File: config.mk
export PLATFORM = sky130hd
export DESIGN_NAME = pwmpt_top
export DESIGN_NICKNAME = d
export VERILOG_FILES = /design/src/pwmpt_pkg.sv /design/src/pwmpt_tmr_if.sv /design/src/pwmpt_timer.sv /design/src/pwmpt_top.sv
export SDC_FILE = /design/constraint.sdc
export NUM_CORES = 1
export LEC_CHECK = 0
export ABC_AREA = 1
export BUFFER_PORTS_ARGS = -buffer_cell sky130_fd_sc_hd__buf_2
export CAP_MARGIN = 25
export CORE_UTILIZATION = 30
export CTS_BUF_LIST = sky130_fd_sc_hd__clkbuf_2
export CTS_CLUSTER_DIAMETER = 40
export DETAILED_ROUTE_END_ITERATION = 16
export PLACE_DENSITY = 0.56
export SLEW_MARGIN = 40
export SYNTH_ARGS = -nofsm -noshare
export SYNTH_HDL_FRONTEND = slang
export SYNTH_HIERARCHICAL = 1
export SYNTH_SLANG_ARGS = --single-unit
File: constraint.sdc
create_clock -name CLK -period 2.9 [get_ports CLK]
set_input_delay 0.435 -clock CLK [delete_from_list [all_inputs] [get_ports CLK]]
set_output_delay 0.435 -clock CLK [all_outputs]
set_load 0.1 [all_outputs]
File: src/pwmpt_pkg.sv
package pwmpt_pkg;
    // widths
    localparam int ADDR_W = 4;
    localparam int DATA_W = 8;
    localparam int CNT_W  = 8;
    localparam int FINE_W = 2;
    localparam int DUTY_W = CNT_W + FINE_W;
    localparam int PSEL_W = 3;
    localparam int PRE_W  = 7;
    localparam int SUB_W  = FINE_W + PRE_W;
    localparam int ROUTE_W = 3;

    // register offsets
    localparam logic [ADDR_W-1:0] REG_TIMER_CTRL  = 4'h0;
    localparam logic [ADDR_W-1:0] REG_PERIOD      = 4'h1;
    localparam logic [ADDR_W-1:0] REG_TIMER_COUNT = 4'h2;
    localparam logic [ADDR_W-1:0] REG_MOD_CTRL    = 4'h3;
    localparam logic [ADDR_W-1:0] REG_DUTY_H      = 4'h4;
    localparam logic [ADDR_W-1:0] REG_DUTY_L      = 4'h5;
    localparam logic [ADDR_W-1:0] REG_IRQ_STAT    = 4'h6;
    localparam logic [ADDR_W-1:0] REG_IRQ_MASK    = 4'h7;
    localparam logic [ADDR_W-1:0] REG_PIN_DIR     = 4'h8;
    localparam logic [ADDR_W-1:0] REG_PIN_ROUTE   = 4'h9;
    localparam logic [ADDR_W-1:0] REG_PORT        = 4'hA;

    // field positions
    localparam int TCTRL_ON_BIT   = 7;
    localparam int TCTRL_PSEL_LSB = 0;
    localparam int MCTRL_EN_BIT   = 7;
    localparam int MCTRL_POL_BIT  = 4;
    localparam int DUTYL_LSB      = 6;
    localparam int IRQ_MATCH_BIT  = 0;
    localparam int PIN_BIT        = 0;
    localparam int ROUTE_LSB      = 0;

    // reset values and codes
    localparam logic [CNT_W-1:0]   PERIOD_RST = 8'hFF;
    localparam logic [CNT_W-1:0]   DUTY_H_RST = 8'h00;
    localparam logic [FINE_W-1:0]  DUTY_L_RST = 2'h0;
    localparam logic [PSEL_W-1:0]  PSEL_RST   = 3'h0;
    localparam logic [ROUTE_W-1:0] ROUTE_PORT = 3'h0;
    localparam logic [ROUTE_W-1:0] ROUTE_MOD  = 3'h1;
    localparam logic [DATA_W-1:0]  RD_ZERO    = 8'h00;

    // last sub-count before a timer tick: one less than four clocks times the prescale ratio
    function automatic logic [SUB_W-1:0] sub_last(input logic [PSEL_W-1:0] psel);
        sub_last = SUB_W'((1 << (FINE_W + int'(psel))) - 1);
    endfunction

    // two fine phase bits that extend the count to the duty width
    function automatic logic [FINE_W-1:0] ext_bits(input logic [SUB_W-1:0] sub,
                                                    input logic [PSEL_W-1:0] psel);
        logic [SUB_W-1:0] sh;
        sh = sub >> psel;
        ext_bits = sh[FINE_W-1:0];
    endfunction
endpackage

File: src/pwmpt_tmr_if.sv
`timescale 1ns/100ps
interface pwmpt_tmr_if;
    logic                           on;
    logic [pwmpt_pkg::PSEL_W-1:0]   psel;
    logic [pwmpt_pkg::CNT_W-1:0]    period;
    logic                           sleep;
    logic [pwmpt_pkg::CNT_W-1:0]    count;
    logic [pwmpt_pkg::FINE_W-1:0]   ext;
    logic                           match;

    modport tmr (input on, input psel, input period, input sleep,
                 output count, output ext, output match);
    modport ctl (output on, output psel, output period, output sleep,
                 input count, input ext, input match);
endinterface

File: src/pwmpt_timer.sv
`timescale 1ns/100ps
module pwmpt_timer (
    // clock and reset
    input  wire logic  CLK,
    input  wire logic  NRST,
    // control and count
    pwmpt_tmr_if.tmr   t
);
    localparam int CNT_W = pwmpt_pkg::CNT_W;
    localparam int SUB_W = pwmpt_pkg::SUB_W;

    logic [pwmpt_pkg::SUB_W-1:0] sub_r;
    logic [pwmpt_pkg::SUB_W-1:0] sub_nxt;
    logic [pwmpt_pkg::CNT_W-1:0] cnt_r;
    logic [pwmpt_pkg::CNT_W-1:0] cnt_nxt;
    logic                        match_r;
    logic                        match_nxt;
    logic                        tick;

    assign tick = t.on && !t.sleep && (sub_r >= pwmpt_pkg::sub_last(t.psel));

    always_comb begin
        sub_nxt   = sub_r;
        cnt_nxt   = cnt_r;
        match_nxt = 1'b0;
        // frozen while off or asleep; nothing is cleared on wake
        if (t.on && !t.sleep) begin
            if (tick) begin
                sub_nxt = '0;
                if (cnt_r == t.period) begin
                    cnt_nxt   = '0;
                    match_nxt = 1'b1;
                end else begin
                    cnt_nxt = CNT_W'(cnt_r + 1'b1);
                end
            end else begin
                sub_nxt = SUB_W'(sub_r + 1'b1);
            end
        end
    end

    always_ff @(posedge CLK) begin
        if (!NRST) begin
            sub_r   <= '0;
            cnt_r   <= '0;
            match_r <= 1'b0;
        end else begin
            sub_r   <= sub_nxt;
            cnt_r   <= cnt_nxt;
            match_r <= match_nxt;
        end
    end

    assign t.count = cnt_r;
    assign t.ext   = pwmpt_pkg::ext_bits(sub_r, t.psel);
    assign t.match = match_r;
endmodule

File: src/pwmpt_top.sv
`timescale 1ns/100ps
module pwmpt_top (
    // clock and reset
    input  wire logic                            CLK,
    input  wire logic                            NRST,
    // register port
    input  wire logic [pwmpt_pkg::ADDR_W-1:0]    ADDR,
    input  wire logic [pwmpt_pkg::DATA_W-1:0]    WDATA,
    input  wire logic                            WR,
    input  wire logic                            RD,
    output      logic [pwmpt_pkg::DATA_W-1:0]    RDATA,
    // power state
    input  wire logic                            SLEEP,
    // pin
    input  wire logic                            PIN_I,
    output      logic                            PIN_O,
    output      logic                            PIN_OE_N,
    // observation and interrupt
    output      logic                            MOD_OUT,
    output      logic                            IRQ
);
    localparam int DATA_W = pwmpt_pkg::DATA_W;
    localparam int DUTY_W = pwmpt_pkg::DUTY_W;

    pwmpt_tmr_if tif ();

    pwmpt_timer i_pwmpt_timer (
        .CLK  (CLK),
        .NRST (NRST),
        .t    (tif.tmr)
    );

    logic                               t_on_r;
    logic                               t_on_nxt;
    logic [pwmpt_pkg::PSEL_W-1:0]       t_psel_r;
    logic [pwmpt_pkg::PSEL_W-1:0]       t_psel_nxt;
    logic [pwmpt_pkg::CNT_W-1:0]        period_r;
    logic [pwmpt_pkg::CNT_W-1:0]        period_nxt;
    logic                               m_en_r;
    logic                               m_en_nxt;
    logic                               m_pol_r;
    logic                               m_pol_nxt;
    logic [pwmpt_pkg::CNT_W-1:0]        duty_h_r;
    logic [pwmpt_pkg::CNT_W-1:0]        duty_h_nxt;
    logic [pwmpt_pkg::FINE_W-1:0]       duty_l_r;
    logic [pwmpt_pkg::FINE_W-1:0]       duty_l_nxt;
    logic                               stat_r;
    logic                               stat_nxt;
    logic                               mask_r;
    logic                               mask_nxt;
    logic                               dir_r;
    logic                               dir_nxt;
    logic [pwmpt_pkg::ROUTE_W-1:0]      route_r;
    logic [pwmpt_pkg::ROUTE_W-1:0]      route_nxt;
    logic                               latch_r;
    logic                               latch_nxt;
    logic                               out_r;
    logic                               out_nxt;
    logic                               pin_do_r;
    logic                               pin_do_nxt;
    logic [DATA_W-1:0]                  rdata_r;
    logic [DATA_W-1:0]                  rdata_nxt;
    logic                               pin_meta_r;
    logic                               pin_sync_r;
    logic [DUTY_W-1:0]                  duty_value;
    logic [DUTY_W-1:0]                  phase;
    logic                               wave_raw;
    logic                               wr_ctrl;
    logic                               wr_mctl;

    assign tif.on     = t_on_r;
    assign tif.psel   = t_psel_r;
    assign tif.period = period_r;
    assign tif.sleep  = SLEEP;

    // duty and phase both ten bits wide; a short period simply never reaches the top codes
    assign duty_value = {duty_h_r, duty_l_r};
    assign phase      = {tif.count, tif.ext};
    assign wave_raw   = phase < duty_value;

    assign wr_ctrl = WR && ADDR == pwmpt_pkg::REG_TIMER_CTRL;
    assign wr_mctl = WR && ADDR == pwmpt_pkg::REG_MOD_CTRL;

    // register writes
    always_comb begin
        t_on_nxt   = t_on_r;
        t_psel_nxt = t_psel_r;
        period_nxt = period_r;
        m_en_nxt   = m_en_r;
        m_pol_nxt  = m_pol_r;
        duty_h_nxt = duty_h_r;
        duty_l_nxt = duty_l_r;
        mask_nxt   = mask_r;
        dir_nxt    = dir_r;
        route_nxt  = route_r;
        latch_nxt  = latch_r;
        if (wr_ctrl) begin
            t_on_nxt   = WDATA[pwmpt_pkg::TCTRL_ON_BIT];
            t_psel_nxt = WDATA[pwmpt_pkg::TCTRL_PSEL_LSB +: pwmpt_pkg::PSEL_W];
        end
        if (WR && ADDR == pwmpt_pkg::REG_PERIOD) begin
            period_nxt = WDATA;
        end
        if (wr_mctl) begin
            m_en_nxt  = WDATA[pwmpt_pkg::MCTRL_EN_BIT];
            m_pol_nxt = WDATA[pwmpt_pkg::MCTRL_POL_BIT];
        end
        if (WR && ADDR == pwmpt_pkg::REG_DUTY_H) begin
            duty_h_nxt = WDATA;
        end
        if (WR && ADDR == pwmpt_pkg::REG_DUTY_L) begin
            duty_l_nxt = WDATA[pwmpt_pkg::DUTYL_LSB +: pwmpt_pkg::FINE_W];
        end
        if (WR && ADDR == pwmpt_pkg::REG_IRQ_MASK) begin
            mask_nxt = WDATA[pwmpt_pkg::IRQ_MATCH_BIT];
        end
        if (WR && ADDR == pwmpt_pkg::REG_PIN_DIR) begin
            dir_nxt = WDATA[pwmpt_pkg::PIN_BIT];
        end
        if (WR && ADDR == pwmpt_pkg::REG_PIN_ROUTE) begin
            route_nxt = WDATA[pwmpt_pkg::ROUTE_LSB +: pwmpt_pkg::ROUTE_W];
        end
        if (WR && ADDR == pwmpt_pkg::REG_PORT) begin
            latch_nxt = WDATA[pwmpt_pkg::PIN_BIT];
        end
    end

    // sticky flag: a match in the clearing cycle survives the write-one-to-clear
    always_comb begin
        stat_nxt = stat_r;
        if (WR && ADDR == pwmpt_pkg::REG_IRQ_STAT && WDATA[pwmpt_pkg::IRQ_MATCH_BIT]) begin
            stat_nxt = 1'b0;
        end
        if (tif.match) begin
            stat_nxt = 1'b1;
        end
    end

    // waveform and pin; held as-is during sleep
    always_comb begin
        out_nxt    = out_r;
        pin_do_nxt = pin_do_r;
        if (!SLEEP) begin
            out_nxt    = m_en_r && (wave_raw ^ m_pol_r);
            pin_do_nxt = (route_r == pwmpt_pkg::ROUTE_MOD) ? out_nxt : latch_r;
        end
    end

    // read data valid only in the cycle after the strobe
    always_comb begin
        rdata_nxt = pwmpt_pkg::RD_ZERO;
        if (RD) begin
            unique case (ADDR)
                pwmpt_pkg::REG_TIMER_CTRL: begin
                    rdata_nxt[pwmpt_pkg::TCTRL_ON_BIT] = t_on_r;
                    rdata_nxt[pwmpt_pkg::TCTRL_PSEL_LSB +: pwmpt_pkg::PSEL_W] = t_psel_r;
                end
                pwmpt_pkg::REG_PERIOD:      rdata_nxt = period_r;
                pwmpt_pkg::REG_TIMER_COUNT: rdata_nxt = tif.count;
                pwmpt_pkg::REG_MOD_CTRL: begin
                    rdata_nxt[pwmpt_pkg::MCTRL_EN_BIT]  = m_en_r;
                    rdata_nxt[pwmpt_pkg::MCTRL_POL_BIT] = m_pol_r;
                end
                pwmpt_pkg::REG_DUTY_H:      rdata_nxt = duty_h_r;
                pwmpt_pkg::REG_DUTY_L: begin
                    rdata_nxt[pwmpt_pkg::DUTYL_LSB +: pwmpt_pkg::FINE_W] = duty_l_r;
                end
                pwmpt_pkg::REG_IRQ_STAT:    rdata_nxt[pwmpt_pkg::IRQ_MATCH_BIT] = stat_r;
                pwmpt_pkg::REG_IRQ_MASK:    rdata_nxt[pwmpt_pkg::IRQ_MATCH_BIT] = mask_r;
                pwmpt_pkg::REG_PIN_DIR:     rdata_nxt[pwmpt_pkg::PIN_BIT] = dir_r;
                pwmpt_pkg::REG_PIN_ROUTE:   rdata_nxt[pwmpt_pkg::ROUTE_LSB +: pwmpt_pkg::ROUTE_W] = route_r;
                pwmpt_pkg::REG_PORT:        rdata_nxt[pwmpt_pkg::PIN_BIT] = pin_sync_r;
                default:                    rdata_nxt = pwmpt_pkg::RD_ZERO;
            endcase
        end
    end

    always_ff @(posedge CLK) begin
        if (!NRST) begin
            t_on_r   <= 1'b0;
            t_psel_r <= pwmpt_pkg::PSEL_RST;
            period_r <= pwmpt_pkg::PERIOD_RST;
            m_en_r   <= 1'b0;
            m_pol_r  <= 1'b0;
            duty_h_r <= pwmpt_pkg::DUTY_H_RST;
            duty_l_r <= pwmpt_pkg::DUTY_L_RST;
            stat_r   <= 1'b0;
            mask_r   <= 1'b0;
            dir_r    <= 1'b1;
            route_r  <= pwmpt_pkg::ROUTE_PORT;
            latch_r  <= 1'b0;
            out_r    <= 1'b0;
            pin_do_r <= 1'b0;
            rdata_r  <= pwmpt_pkg::RD_ZERO;
        end else begin
            t_on_r   <= t_on_nxt;
            t_psel_r <= t_psel_nxt;
            period_r <= period_nxt;
            m_en_r   <= m_en_nxt;
            m_pol_r  <= m_pol_nxt;
            duty_h_r <= duty_h_nxt;
            duty_l_r <= duty_l_nxt;
            stat_r   <= stat_nxt;
            mask_r   <= mask_nxt;
            dir_r    <= dir_nxt;
            route_r  <= route_nxt;
            latch_r  <= latch_nxt;
            out_r    <= out_nxt;
            pin_do_r <= pin_do_nxt;
            rdata_r  <= rdata_nxt;
        end
    end

    // pin input comes from outside the clock domain
    always_ff @(posedge CLK) begin
        if (!NRST) begin
            pin_meta_r <= 1'b0;
            pin_sync_r <= 1'b0;
        end else begin
            pin_meta_r <= PIN_I;
            pin_sync_r <= pin_meta_r;
        end
    end

    assign RDATA    = rdata_r;
    assign PIN_O    = pin_do_r;
    assign PIN_OE_N = dir_r;
    assign MOD_OUT  = out_r;
    assign IRQ      = stat_r && mask_r;
endmodule

# After elaboration in Yosys (flattened, before gate mapping)
# Cells that the tools add are included.
[classes] shift=2 n_lt_le_gt_ge=2 n_mux=13 bitwise=1 add_sub_neg=4 eq_ne=12 reduce_logical=21
[op_table] op="1-bit by 32-bit << shifter with 9-bit output (first input constant)" n=1
[op_table] op="4-bit by 3-bit equality test with 1-bit output (second input constant)" n=4
[op_table] op="1-bit logical AND" n=15
[op_table] op="4-bit equality test (second input constant)" n=3
[op_table] op="10-bit less-than comparator" n=1
[op_table] op="2-bit one-hot mux with 5 select lines" n=1
[op_table] op="9-bit by 1-bit adder with 9-bit output (second input constant)" n=1
[op_table] op="9-bit greater-or-equal comparator" n=1
[op_table] op="9-bit two-way mux" n=1
[op_table] op="1-bit one-hot mux with 9 select lines" n=1
[op_table] op="9-bit by 3-bit right shift with 2-bit output" n=1
[op_table] op="9-bit by 2-bit subtractor with 9-bit output (second input constant)" n=1
[op_table] op="8-bit by 1-bit adder with 8-bit output (second input constant)" n=1
[op_table] op="4-bit by 2-bit equality test with 1-bit output (second input constant)" n=2
[op_table] op="8-bit equality test" n=1
[op_table] op="8-bit two-way mux" n=1
[op_table] op="1-bit one-hot mux with 4 select lines" n=2
[op_table] op="1-bit one-hot mux with 3 select lines" n=2
[op_table] op="1-bit one-hot mux with 6 select lines" n=1
[op_table] op="2-bit by 3-bit adder with 4-bit output (first input constant)" n=1
[op_table] op="4-bit by 1-bit equality test with 1-bit output (second input constant)" n=1
[op_table] op="4-bit logical NOT" n=1
[op_table] op="1-bit two-way mux" n=4
[op_table] op="2-bit AND reduction" n=2
[op_table] op="other kinds (5)" n=5
[word_totals] regBits=61 wordCells=75 input_bits=18 out_inout_bits=12

# Depth between registers and ports, before layout
# Gate-level depths: netlist of run 1.
[depth] depth_word=6 mapped_depth=19 depth_no_buf=18

# By module
# The synthesis of run 1 kept the hierarchy.
[by_module_without_submodules] mod="pwmpt_top" area_each_um2=2058.2 n_inst=1 cells_each=279
[by_module_without_submodules] mod="pwmpt_timer" area_each_um2=1620.3 n_inst=1 cells_each=234

# Worst setup path before layout of run 1
# Ideal clock, no wire load.
[synth_path] kind="reg-to-reg" from="register t_psel_r[1] (netlist bit)" to="register i_pwmpt_timer/sub_r[0] (netlist bit)" required_time_ps=2827 slack_ps=96 path_stages_with_launch=17 period_less_slack_ps=2804 setup_ps=73 arrival_ps=2731 n_path_buf=1 cell_sequence="dfxtp_1 -> buf_6 -> inv_6 -> ha_1 -> inv_1 -> nand4_1 -> ha_1 -> o21ai_0 -> xnor2_1 -> ha_1 -> nand2_1 -> a21oi_1 -> nor2_1 -> nand4_4 -> nand2_4 -> nand2_4 -> nor3_2"
[synth_via] elab_chain_cells=6
[synth_rtl] item="start, declared" line_no="pwmpt_top.sv:35" text="logic [pwmpt_pkg::PSEL_W-1:0] t_psel_r;"
[synth_rtl] item="start signal, assigned" line_no="pwmpt_top.sv:181" text="t_psel_r <= pwmpt_pkg::PSEL_RST;"
[synth_rtl] item="start signal, assigned" line_no="pwmpt_top.sv:197" text="t_psel_r <= t_psel_nxt;"
[synth_rtl] item="2-bit by 3-bit adder with 4-bit output" line_no="pwmpt_pkg.sv:47" text="sub_last = SUB_W'((1 << (FINE_W + int'(psel))) - 1);"
[synth_rtl] item="1-bit by 32-bit << shifter with 9-bit output" line_no="pwmpt_pkg.sv:47"
[synth_rtl] item="9-bit by 2-bit subtractor with 9-bit output" line_no="pwmpt_pkg.sv:47"
[synth_rtl] item="9-bit greater-or-equal comparator" line_no="pwmpt_timer.sv:20" text="assign tick = t.on && !t.sleep && (sub_r >= pwmpt_pkg::sub_last(t.psel));"
[synth_rtl] item="1-bit logical AND" line_no="pwmpt_timer.sv:20"
[synth_rtl] item="9-bit two-way mux" line_no="pwmpt_timer.sv:28" text="if (tick) begin"
[synth_rtl] item="end signal, assigned" line_no="pwmpt_timer.sv:48" text="sub_r <= sub_nxt;"
[synth_rtl] item="end, declared" line_no="pwmpt_timer.sv:12" text="logic [pwmpt_pkg::SUB_W-1:0] sub_r;"
# Every way passes these cells.
# A chain may end at the register's enable or synchronous reset.

# Worst setup path after layout of run 1
[layout_path] from="register t_psel_r[1] (netlist bit)" to="register i_pwmpt_timer.cnt_r, in the netlist i_pwmpt_timer/t.count[3]"
[layout_via] elab_chain_cells=6
[layout_rtl] item="2-bit by 3-bit adder with 4-bit output" line_no="pwmpt_pkg.sv:47"
[layout_rtl] item="1-bit by 32-bit << shifter with 9-bit output" line_no="pwmpt_pkg.sv:47"
[layout_rtl] item="9-bit by 2-bit subtractor with 9-bit output" line_no="pwmpt_pkg.sv:47"
[layout_rtl] item="9-bit greater-or-equal comparator" line_no="pwmpt_timer.sv:20"
[layout_rtl] item="1-bit logical AND" line_no="pwmpt_timer.sv:20"
[layout_rtl] item="2-bit AND reduction (no source line)"
[layout_rtl] item="end signal, assigned" line_no="pwmpt_timer.sv:49" text="cnt_r <= cnt_nxt;"
[layout_rtl] item="end, declared" line_no="pwmpt_timer.sv:14" text="logic [pwmpt_pkg::CNT_W-1:0] cnt_r;"
# Every way passes these cells.

==> results of run 1 <==
-- state kept, by name (all words and copies together) (netlist names), 2 cells and up --
register / cells
duty_h_r: 8
RDATA: 8
route_r: 3
duty_l_r: 2
i_pwmpt_timer/t.count: 8
t_psel_r: 3
period_r: 8
i_pwmpt_timer/sub_r: 9
-- tightest hold or removal path, cell delays in order --
cell	delay (ns)
buf_2	0.08
nand2_1	0.04
inv_1	0.04
-- cell families after synthesis --
| group | share of synthesized area |
|---|---|
| xor+xnor | 0.0429 |
| compound gates | 0.138 |
| simple gates | 0.294 |
| buf+inv | 0.101 |
| fa+ha+maj | 0.0918 |
| flops | 0.332 |
-- report_power, final --
part / total [mW] / switching, mW / leakage, nW / internal [mW]
Clock: 0.703 / 0.336 / 0.0872 / 0.367
Sequential: 0.859 / 0.00697 / 0.494 / 0.852
Combinational: 0.163 / 0.118 / 1.33 / 0.0451
Total: 1.73 / 0.461 / 1.91 / 1.26
-- per-layer routing --
| layer | global-route usage | wire, µm |
|---|---|---|
| met5 | 0 | 0 |
| met4 | 0.0631 | 131 |
| met3 | 0.0343 | 382 |
| met2 | 0.267 | 4740 |
| met1 | 0.203 | 4560 |
-- how the worst max path moves through the flow --
stage | start | endpoint | depth (start not counted)
after floorplan | t_psel_r[1]$_SDFFE_PN0P_ | i_pwmpt_timer/sub_r[0]$_SDFFE_PN0P_ | 16
after global placement | t_psel_r[1]$_SDFFE_PN0P_ | i_pwmpt_timer/sub_r[2]$_SDFFE_PN0P_ | 15
after detailed placement | t_psel_r[1]$_SDFFE_PN0P_ | i_pwmpt_timer/sub_r[2]$_SDFFE_PN0P_ | 15
after CTS | t_psel_r[1]$_SDFFE_PN0P_ | i_pwmpt_timer/sub_r[5]$_SDFFE_PN0P_ | 15
after global routing | t_psel_r[1]$_SDFFE_PN0P_ | i_pwmpt_timer/sub_r[2]$_SDFFE_PN0P_ | 17
final | t_psel_r[1]$_SDFFE_PN0P_ | i_pwmpt_timer/t.count[3]$_SDFFE_PN0P_ | 17
-- stage by stage --
| stage | cell area (µm²) | std cells | utilization | setup slack [ns] |
|---|---|---|---|---|
| finish | 4190 | 704 | 0.350 | 0.247 |
| CTS | 4150 | 701 | 0.347 | 0.0271 |
| detailed placement | 3990 | 685 | 0.334 | 0.0270 |
| global placement | 3990 | 685 | 0.334 | 0.119 |
| floorplan | 3680 | 513 | - | 0.0961 |
| global route | 4190 | 704 | 0.350 | 0.00819 |
-- cell type report --
type / instances / area, µm² / share of cell area
repair buffers: 37 / 205 / 0.0490
clock buffers: 9 / 45.0 / 0.0108
multi-input cells: 361 / 2110 / 0.503
flip-flops and latches: 61 / 1220 / 0.292
clock inverters: 7 / 114 / 0.0272
inverters: 82 / 313 / 0.0747
well taps: 147 / 184 / 0.0439
-- cells in the final DEF, fill, tap and decap left out, types with 3 or more instances in the layout --
cell type | synthesis | layout
inv_1 | 76 | 74
nand3_1 | 41 | 41
nor3_1 | 4 | 4
o21ai_0 | 26 | 25
bufinv_16 | 0 | 3
inv_2 | 5 | 7
a31oi_1 | 3 | 3
a21oi_1 | 41 | 41
nor2_4 | 3 | 3
dfxtp_1 | 61 | 60
nand4_1 | 7 | 7
nand2_2 | 5 | 6
o21ai_1 | 3 | 4
buf_4 | 1 | 8
nor2_8 | 3 | 3
xor2_1 | 9 | 9
nand2_1 | 113 | 112
nor3_2 | 4 | 4
nor2_1 | 38 | 37
o22ai_1 | 4 | 4
ha_1 | 27 | 26
xnor2_1 | 9 | 9
clkbuf_2 | 0 | 9
buf_2 | 2 | 29
a221oi_1 | 5 | 5
o211ai_1 | 5 | 5
-- repair_timing --
| item | CTS | global route |
|---|---|---|
| setup buffers | 0 | 2 |
| gates resized for setup | 0 | 7 |
| hold buffers | 0 | 0 |
| setup endpoints to repair | 0 | 17 |
| hold endpoints to repair | 0 | 0 |
==> qor.yml, run 1 <==
tightest_slew_ns: 0.610
first_iter_violations: 179
synth_cell_type_count: 35
cp-start-kind: "register"
antenna_found_initial: 0
path_clk_slew_ns: 0.17
die_y_um: 113
die_w_um: 113
totalWireLength_um: 9820
setup_tns_ns: 0
rsz0062_at_grt: "false"
p_leak_nw: 1.91
vias_per_cell: 4.80
initial_core_util: 0.308
cp_slowest_stage_delay_ns: 0.37
grt_max_degree: 32
min_to: "pin_meta_r$_SDFF_PN0_"
synth_edf_count: 0
path_cells: "buf_4, ha_1, inv_2, nand4_1, ha_2, o21ai_1, xnor2_1, ha_1, nand2_1, a21oi_1, nor2_2, buf_4, nand4_2, nand3_1, nand2_1, inv_1, nor2_1"
synth_top_area_share: 0.332
yosysMostFrequentCell: "nand2_1"
power_density_mw_per_mm2: 412
avgSynthCellArea_um2: 7.17
cp_top_family: "simple AND/OR/NAND/NOR gates"
critPathCaptureType: "register"
grt_usage: 0.161
maxCapViolations: 0
cp.required_ns: 3.32
power_mw: 1.73
post-route-drc-count: 0
netlist_top_cells_area: "dfxtp_1 33%, nand2_1 12%, ha_1 9.2%, inv_1 7.8%, a21oi_1 5.6%"
vias: 3376
gp_congestion: 0.828
clockRootBuffer: "clkbuf_2"
finalCritPeriodShare: 0.915
mappedNetlistArea_mm2: 0.00368
peakVddDrop_v: 0.000181
fillCellCount: 1259
skew_ns: 0.0431
cts_sinks: 61
cts_tree: "done"
clk_latency_ns: 0.53
hp-class: "input pin to register"
cts_max_path_buffers: 2
path_buf_inv: 4
row_count: 40
synthTopCellsByCount: "113 x nand2_1, 76 x inv_1, 61 x dfxtp_1"
ant_nets: 0
io_pins: 30
io_buffer_count: 29
synth_fp_nets: 558
setup_viol: 0
antenna_cells: 0
r2r_cells: 17
wl_per_cell_um: 13.9
period_minus_slack_ns: 2.65
layout-drive-gt1-share: 0.153
dp_hpwl_um: 7290
max_clock_freq_ghz: 0.377
seq_area_frac_synth: 0.332
r2r_end: "i_pwmpt_timer/t.count[3]$_SDFFE_PN0P_"
drtPass1Iterations: 5
crit_path_top_delay_cell: "dfxtp_2"
grt_pass1_wl_um: 15800
yosysTopAreaCell: "dfxtp_1"
syn_inst: 513
design.core.area_mm2: 0.0120
arrival_ns: 3.07
fin_nets: 597
final_hold_viol_count: 0
area_growth_pct: 13.9
r2r_start: "t_psel_r[1]$_SDFFE_PN0P_"
status: "complete, no violations"
ys_ff_latch: 61
cp_max_fo: 13
die_area_mm2: 0.0127
path_class: "register to register"
ys.flop_type: "dfxtp_1"
ys_warn_count: 6
grt_overflow_total: 0
slew_violations: 0
holdWs_ns: 0.101
ctsHtreeMaxLevel: 3
min_path_cells: 3
worst-r2r-setup-slack_ns: 0.25
cts_made_buffers: 9
slew_headroom: 0.593
synthArstFlopShare: 0
grt_pass1_vias: 3164
worstHoldStart: "PIN_I"
Note: power is estimated with default switching activity, not from simulation.
==> inputs of run 2 (changes only) <==
--- a/config.mk
+++ b/config.mk
@@ -12,9 +12,9 @@
 export CTS_BUF_LIST = sky130_fd_sc_hd__clkbuf_2
 export CTS_CLUSTER_DIAMETER = 40
 export DETAILED_ROUTE_END_ITERATION = 16
+export HOLD_SLACK_MARGIN = 0.12
 export PLACE_DENSITY = 0.56
 export SLEW_MARGIN = 40
 export SYNTH_ARGS = -nofsm -noshare
 export SYNTH_HDL_FRONTEND = slang
-export SYNTH_HIERARCHICAL = 1
 export SYNTH_SLANG_ARGS = --single-unit
==> run 2 against run 1 <==
Clock-buffer cell count up 1. Synthesized area down 5.4%. Sequential power about the same. Combinational power up 7%. Cell area down 3.9%. Utilization up 1.3 points. Hold slack better by 0.066 ns. Cell count down 6.5%. Critical endpoint is now i_pwmpt_timer.t.count[4]$_SDFFE_PN0P_. Largest cell class unchanged.
==> qor.yml, run 2 <==
crit_path_top_delay_cell: "dfxtp_2"
cp_slowest_stage_delay_ns: 0.36  # about the same
final_util: 0.363  # +0.0132
max_clock_freq_ghz: 0.364  # -3.4%
totalWireLength_um: 9230  # -6.0%
die_w_um: 110  # -2.7%
vias: 3170  # -6.1%
fin_cells: 658  # -6.5%
synth_top_area_share: 0.351  # +0.0191
r2r_start: "t_psel_r[1]$_SDFFE_PN0P_"
peakVddDrop_v: 0.000218  # +21%
drtPass1Iterations: 4  # -1
cp_max_fo: 12  # -1
path_buf_inv: 3  # -1
antenna_found_initial: 0  # unchanged
netlist_top_cells_area: "dfxtp_1 35%, ha_1 9.7%, nand2_1 8.2%, a21oi_1 6.8%, inv_1 6.6%"
grt_pass1_wl_um: 15000  # -5.2%
fin_nets: 558  # -6.5%
dp.cells: 634  # -7.4%
regMostFlops: "i_pwmpt_timer.sub_r"
ctsHtreeMaxLevel: 3  # unchanged
setup_tns_ns: 0  # unchanged
cts_max_path_buffers: 2  # unchanged
r2r_end: "i_pwmpt_timer.t.count[4]$_SDFFE_PN0P_"
skew_ns: 0.0357  # -0.00740 ns
cp_top_family: "adder cells"
area_growth_pct: 15.8
worst-r2r-setup-slack_ns: 0.15  # -0.09 ns
path_clk_slew_ns: 0.20  # +0.03 ns
largest_reg_flops: 9  # unchanged
cts_made_buffers: 9  # unchanged
period_minus_slack_ns: 2.75  # +0.0938 ns
yosysMostFrequentCell: "nand2_1"
mappedNetlistArea_mm2: 0.00348  # -5.4%
cp.required_ns: 3.35  # +0.03 ns
ys_ff_latch: 61  # unchanged
maxCapViolations: 0  # unchanged
ys.flop_type: "dfxtp_1"
r2r_cells: 16  # -1
layout_common_cells: "76 x nand2_1, 59 x dfxtp_1, 59 x inv_1"
power_mw: 1.58  # -8.4%
final_hold_viol_count: 0  # unchanged
cp-start-kind: "register"
synth_cell_type_count: 42  # +20%
synth_fp_nets: 511  # -8.4%
design.core.area_mm2: 0.0111  # -7.4%
rsz0062_at_grt: "false"
slew_violations: 0  # unchanged
yosysTopAreaCell: "dfxtp_1"
die_area_mm2: 0.0120  # -5.3%
tightest_slew_ns: 0.546  # -0.0644 ns
regArea_mm2: 0.00123  # +0.31%
multi_input_area_mm2: 0.00198  # -5.9%
cts_sinks: 61  # unchanged
gp_congestion: 0.852  # +2.9%
grt_usage: 0.165  # +0.00474
ys_warn_count: 0  # -6
synthArstFlopShare: 0  # unchanged
post-route-drc-count: 0  # unchanged
min_path_cells: 3  # unchanged
finalCritPeriodShare: 0.947  # +0.0323
path_cells: "buf_4, ha_1, inv_2, nand4_1, ha_2, xor2_1, ha_1, a21oi_1, o21ai_0, nand2_1, nand4_2, nand2_4, buf_4, nor2_1, xor2_1, nor2_1"
io_pins: 30  # unchanged
final_common_cell: "nand2_1"
io_buffer_count: 29  # unchanged
slew_headroom: 0.635  # +0.0421
seq_area_frac_synth: 0.351  # +0.0191
wl_per_cell_um: 14.0  # +0.58%
vias_per_cell: 4.82  # +0.46%
grt_pass1_vias: 2989  # -5.5%
synthTopCellsByCount: "76 x nand2_1, 61 x dfxtp_1, 61 x inv_1"
cts_tree: "done"
status: "complete, no violations"
hp-class: "input pin to register"
die_y_um: 110  # -2.7%
ant_nets: 0  # unchanged
clk_latency_ns: 0.52  # about the same
critPathCaptureType: "register"
path_class: "register to register"
avgSynthCellArea_um2: 7.46  # +4.1%
worstHoldStart: "WDATA[4]"
initial_core_util: 0.314  # +0.00645
syn_inst: 466  # -9.2%
clockRootBuffer: "clkbuf_2"
layout-drive-gt1-share: 0.180  # +0.0269
first_iter_violations: 192  # +7.3%
fillCellCount: 1169  # -7.1%
synth_edf_count: 0  # unchanged
setup_viol: 0  # unchanged
dp_hpwl_um: 7120  # -2.3%
grt_overflow_total: 0  # unchanged
arrival_ns: 3.20  # +0.13 ns
power_density_mw_per_mm2: 393  # -4.7%
min_to: "period_r[4]$_SDFFE_PN1P_"
p_leak_nw: 1.70  # -11%
row_count: 38  # -5.0%
antenna_cells: 0  # unchanged
grt_max_degree: 22  # -31%
run 2: cell count changes in the layout (fill, tap and decap cells not counted), moves of 4 or more:
cell / previous run / this run
a21oi_1: 41 / 46
nand2_1: 112 / 76
buf_4: 8 / 13
nand3_1: 41 / 25
nor2_1: 37 / 44
o21ai_0: 25 / 33
inv_1: 74 / 59
o21ai_1: 4 / 0
run 2: power breakdown:
part / switching (mW) / total (mW) / internal (mW) / leakage (nW)
Clock: 0.346 / 0.547 / 0.201 / 0.0660
Sequential: 0.00783 / 0.860 / 0.852 / 0.495
Combinational: 0.120 / 0.174 / 0.0533 / 1.14
run 2: worst max path at each step:
stage / startpoint / to / slack, ns / cells after the start
global route: t_psel_r[1]$_SDFFE_PN0P_ / i_pwmpt_timer.t.count[4]$_SDFFE_PN0P_ / 0.01 / 16
finish: t_psel_r[1]$_SDFFE_PN0P_ / i_pwmpt_timer.t.count[4]$_SDFFE_PN0P_ / 0.15 / 16
global placement: t_psel_r[2]$_SDFFE_PN0P_ / i_pwmpt_timer.t.count[3]$_SDFFE_PN0P_ / 0.16 / 16
detailed placement: t_psel_r[2]$_SDFFE_PN0P_ / i_pwmpt_timer.sub_r[1]$_SDFFE_PN0P_ / -0.003 / 14
CTS: t_psel_r[2]$_SDFFE_PN0P_ / i_pwmpt_timer.sub_r[1]$_SDFFE_PN0P_ / 0.02 / 14
floorplan: t_psel_r[1]$_SDFFE_PN0P_ / i_pwmpt_timer.t.count[3]$_SDFFE_PN0P_ / 0.03 / 17
run 2: cells by family after synthesis:
group	synth area share
simple gates	0.250
compound gates	0.156
buf+inv	0.0881
flops	0.351
fa+ha+maj	0.0971
xor+xnor	0.0579
run 2: final cells by class:
cell class                      count  area share
Multi-Input combinational cell    329       0.492
Sequential cell                    61       0.305
Timing Repair Buffer               45      0.0677
Inverter                           67      0.0643
Tap cell                          140      0.0435
Clock inverter                      6      0.0155
Clock buffer                       10      0.0124
run 2: layer usage:
layer,share of wire,vias up,GRT usage
met5,0,-,0
met4,0.021,0,0.0667
met3,0.051,20,0.0320
met2,0.41,76,0.247
met1,0.51,1447,0.232
li1,-,1627,-
run 2: metrics by stage:
stage	hold slack (ns)	area (µm²)	worst slack, ns
after floorplan	0.390	3480	0.0343
after global placement	0.400	3810	0.157
after detailed placement	0.408	3810	-0.00251
after CTS	0.136	3960	0.0161
after global routing	0.133	4030	0.0147
final	0.167	4030	0.153
run 2: worst reg2reg max path: cells and delay by family, from the launching register on:
| kind | cells | cell delay (ns) |
|---|---|---|
| adder cells (fa/ha/maj) | 3 | 0.73 |
| AND/OR/NAND/NOR | 6 | 0.59 |
| AO/OA/AOI/OAI | 2 | 0.27 |
| XOR/XNOR | 2 | 0.31 |
| flip-flops | 1 | 0.36 |
| buffers and inverters | 3 | 0.42 |
run 2: what timing repair did:
action,in CTS,in global routing
endpoints found under the hold margin,3,0
hold buffers,3,0
buffers inserted,0,5
resized for setup,1,10
endpoints found under the setup margin,2,17
pin swaps,0,2
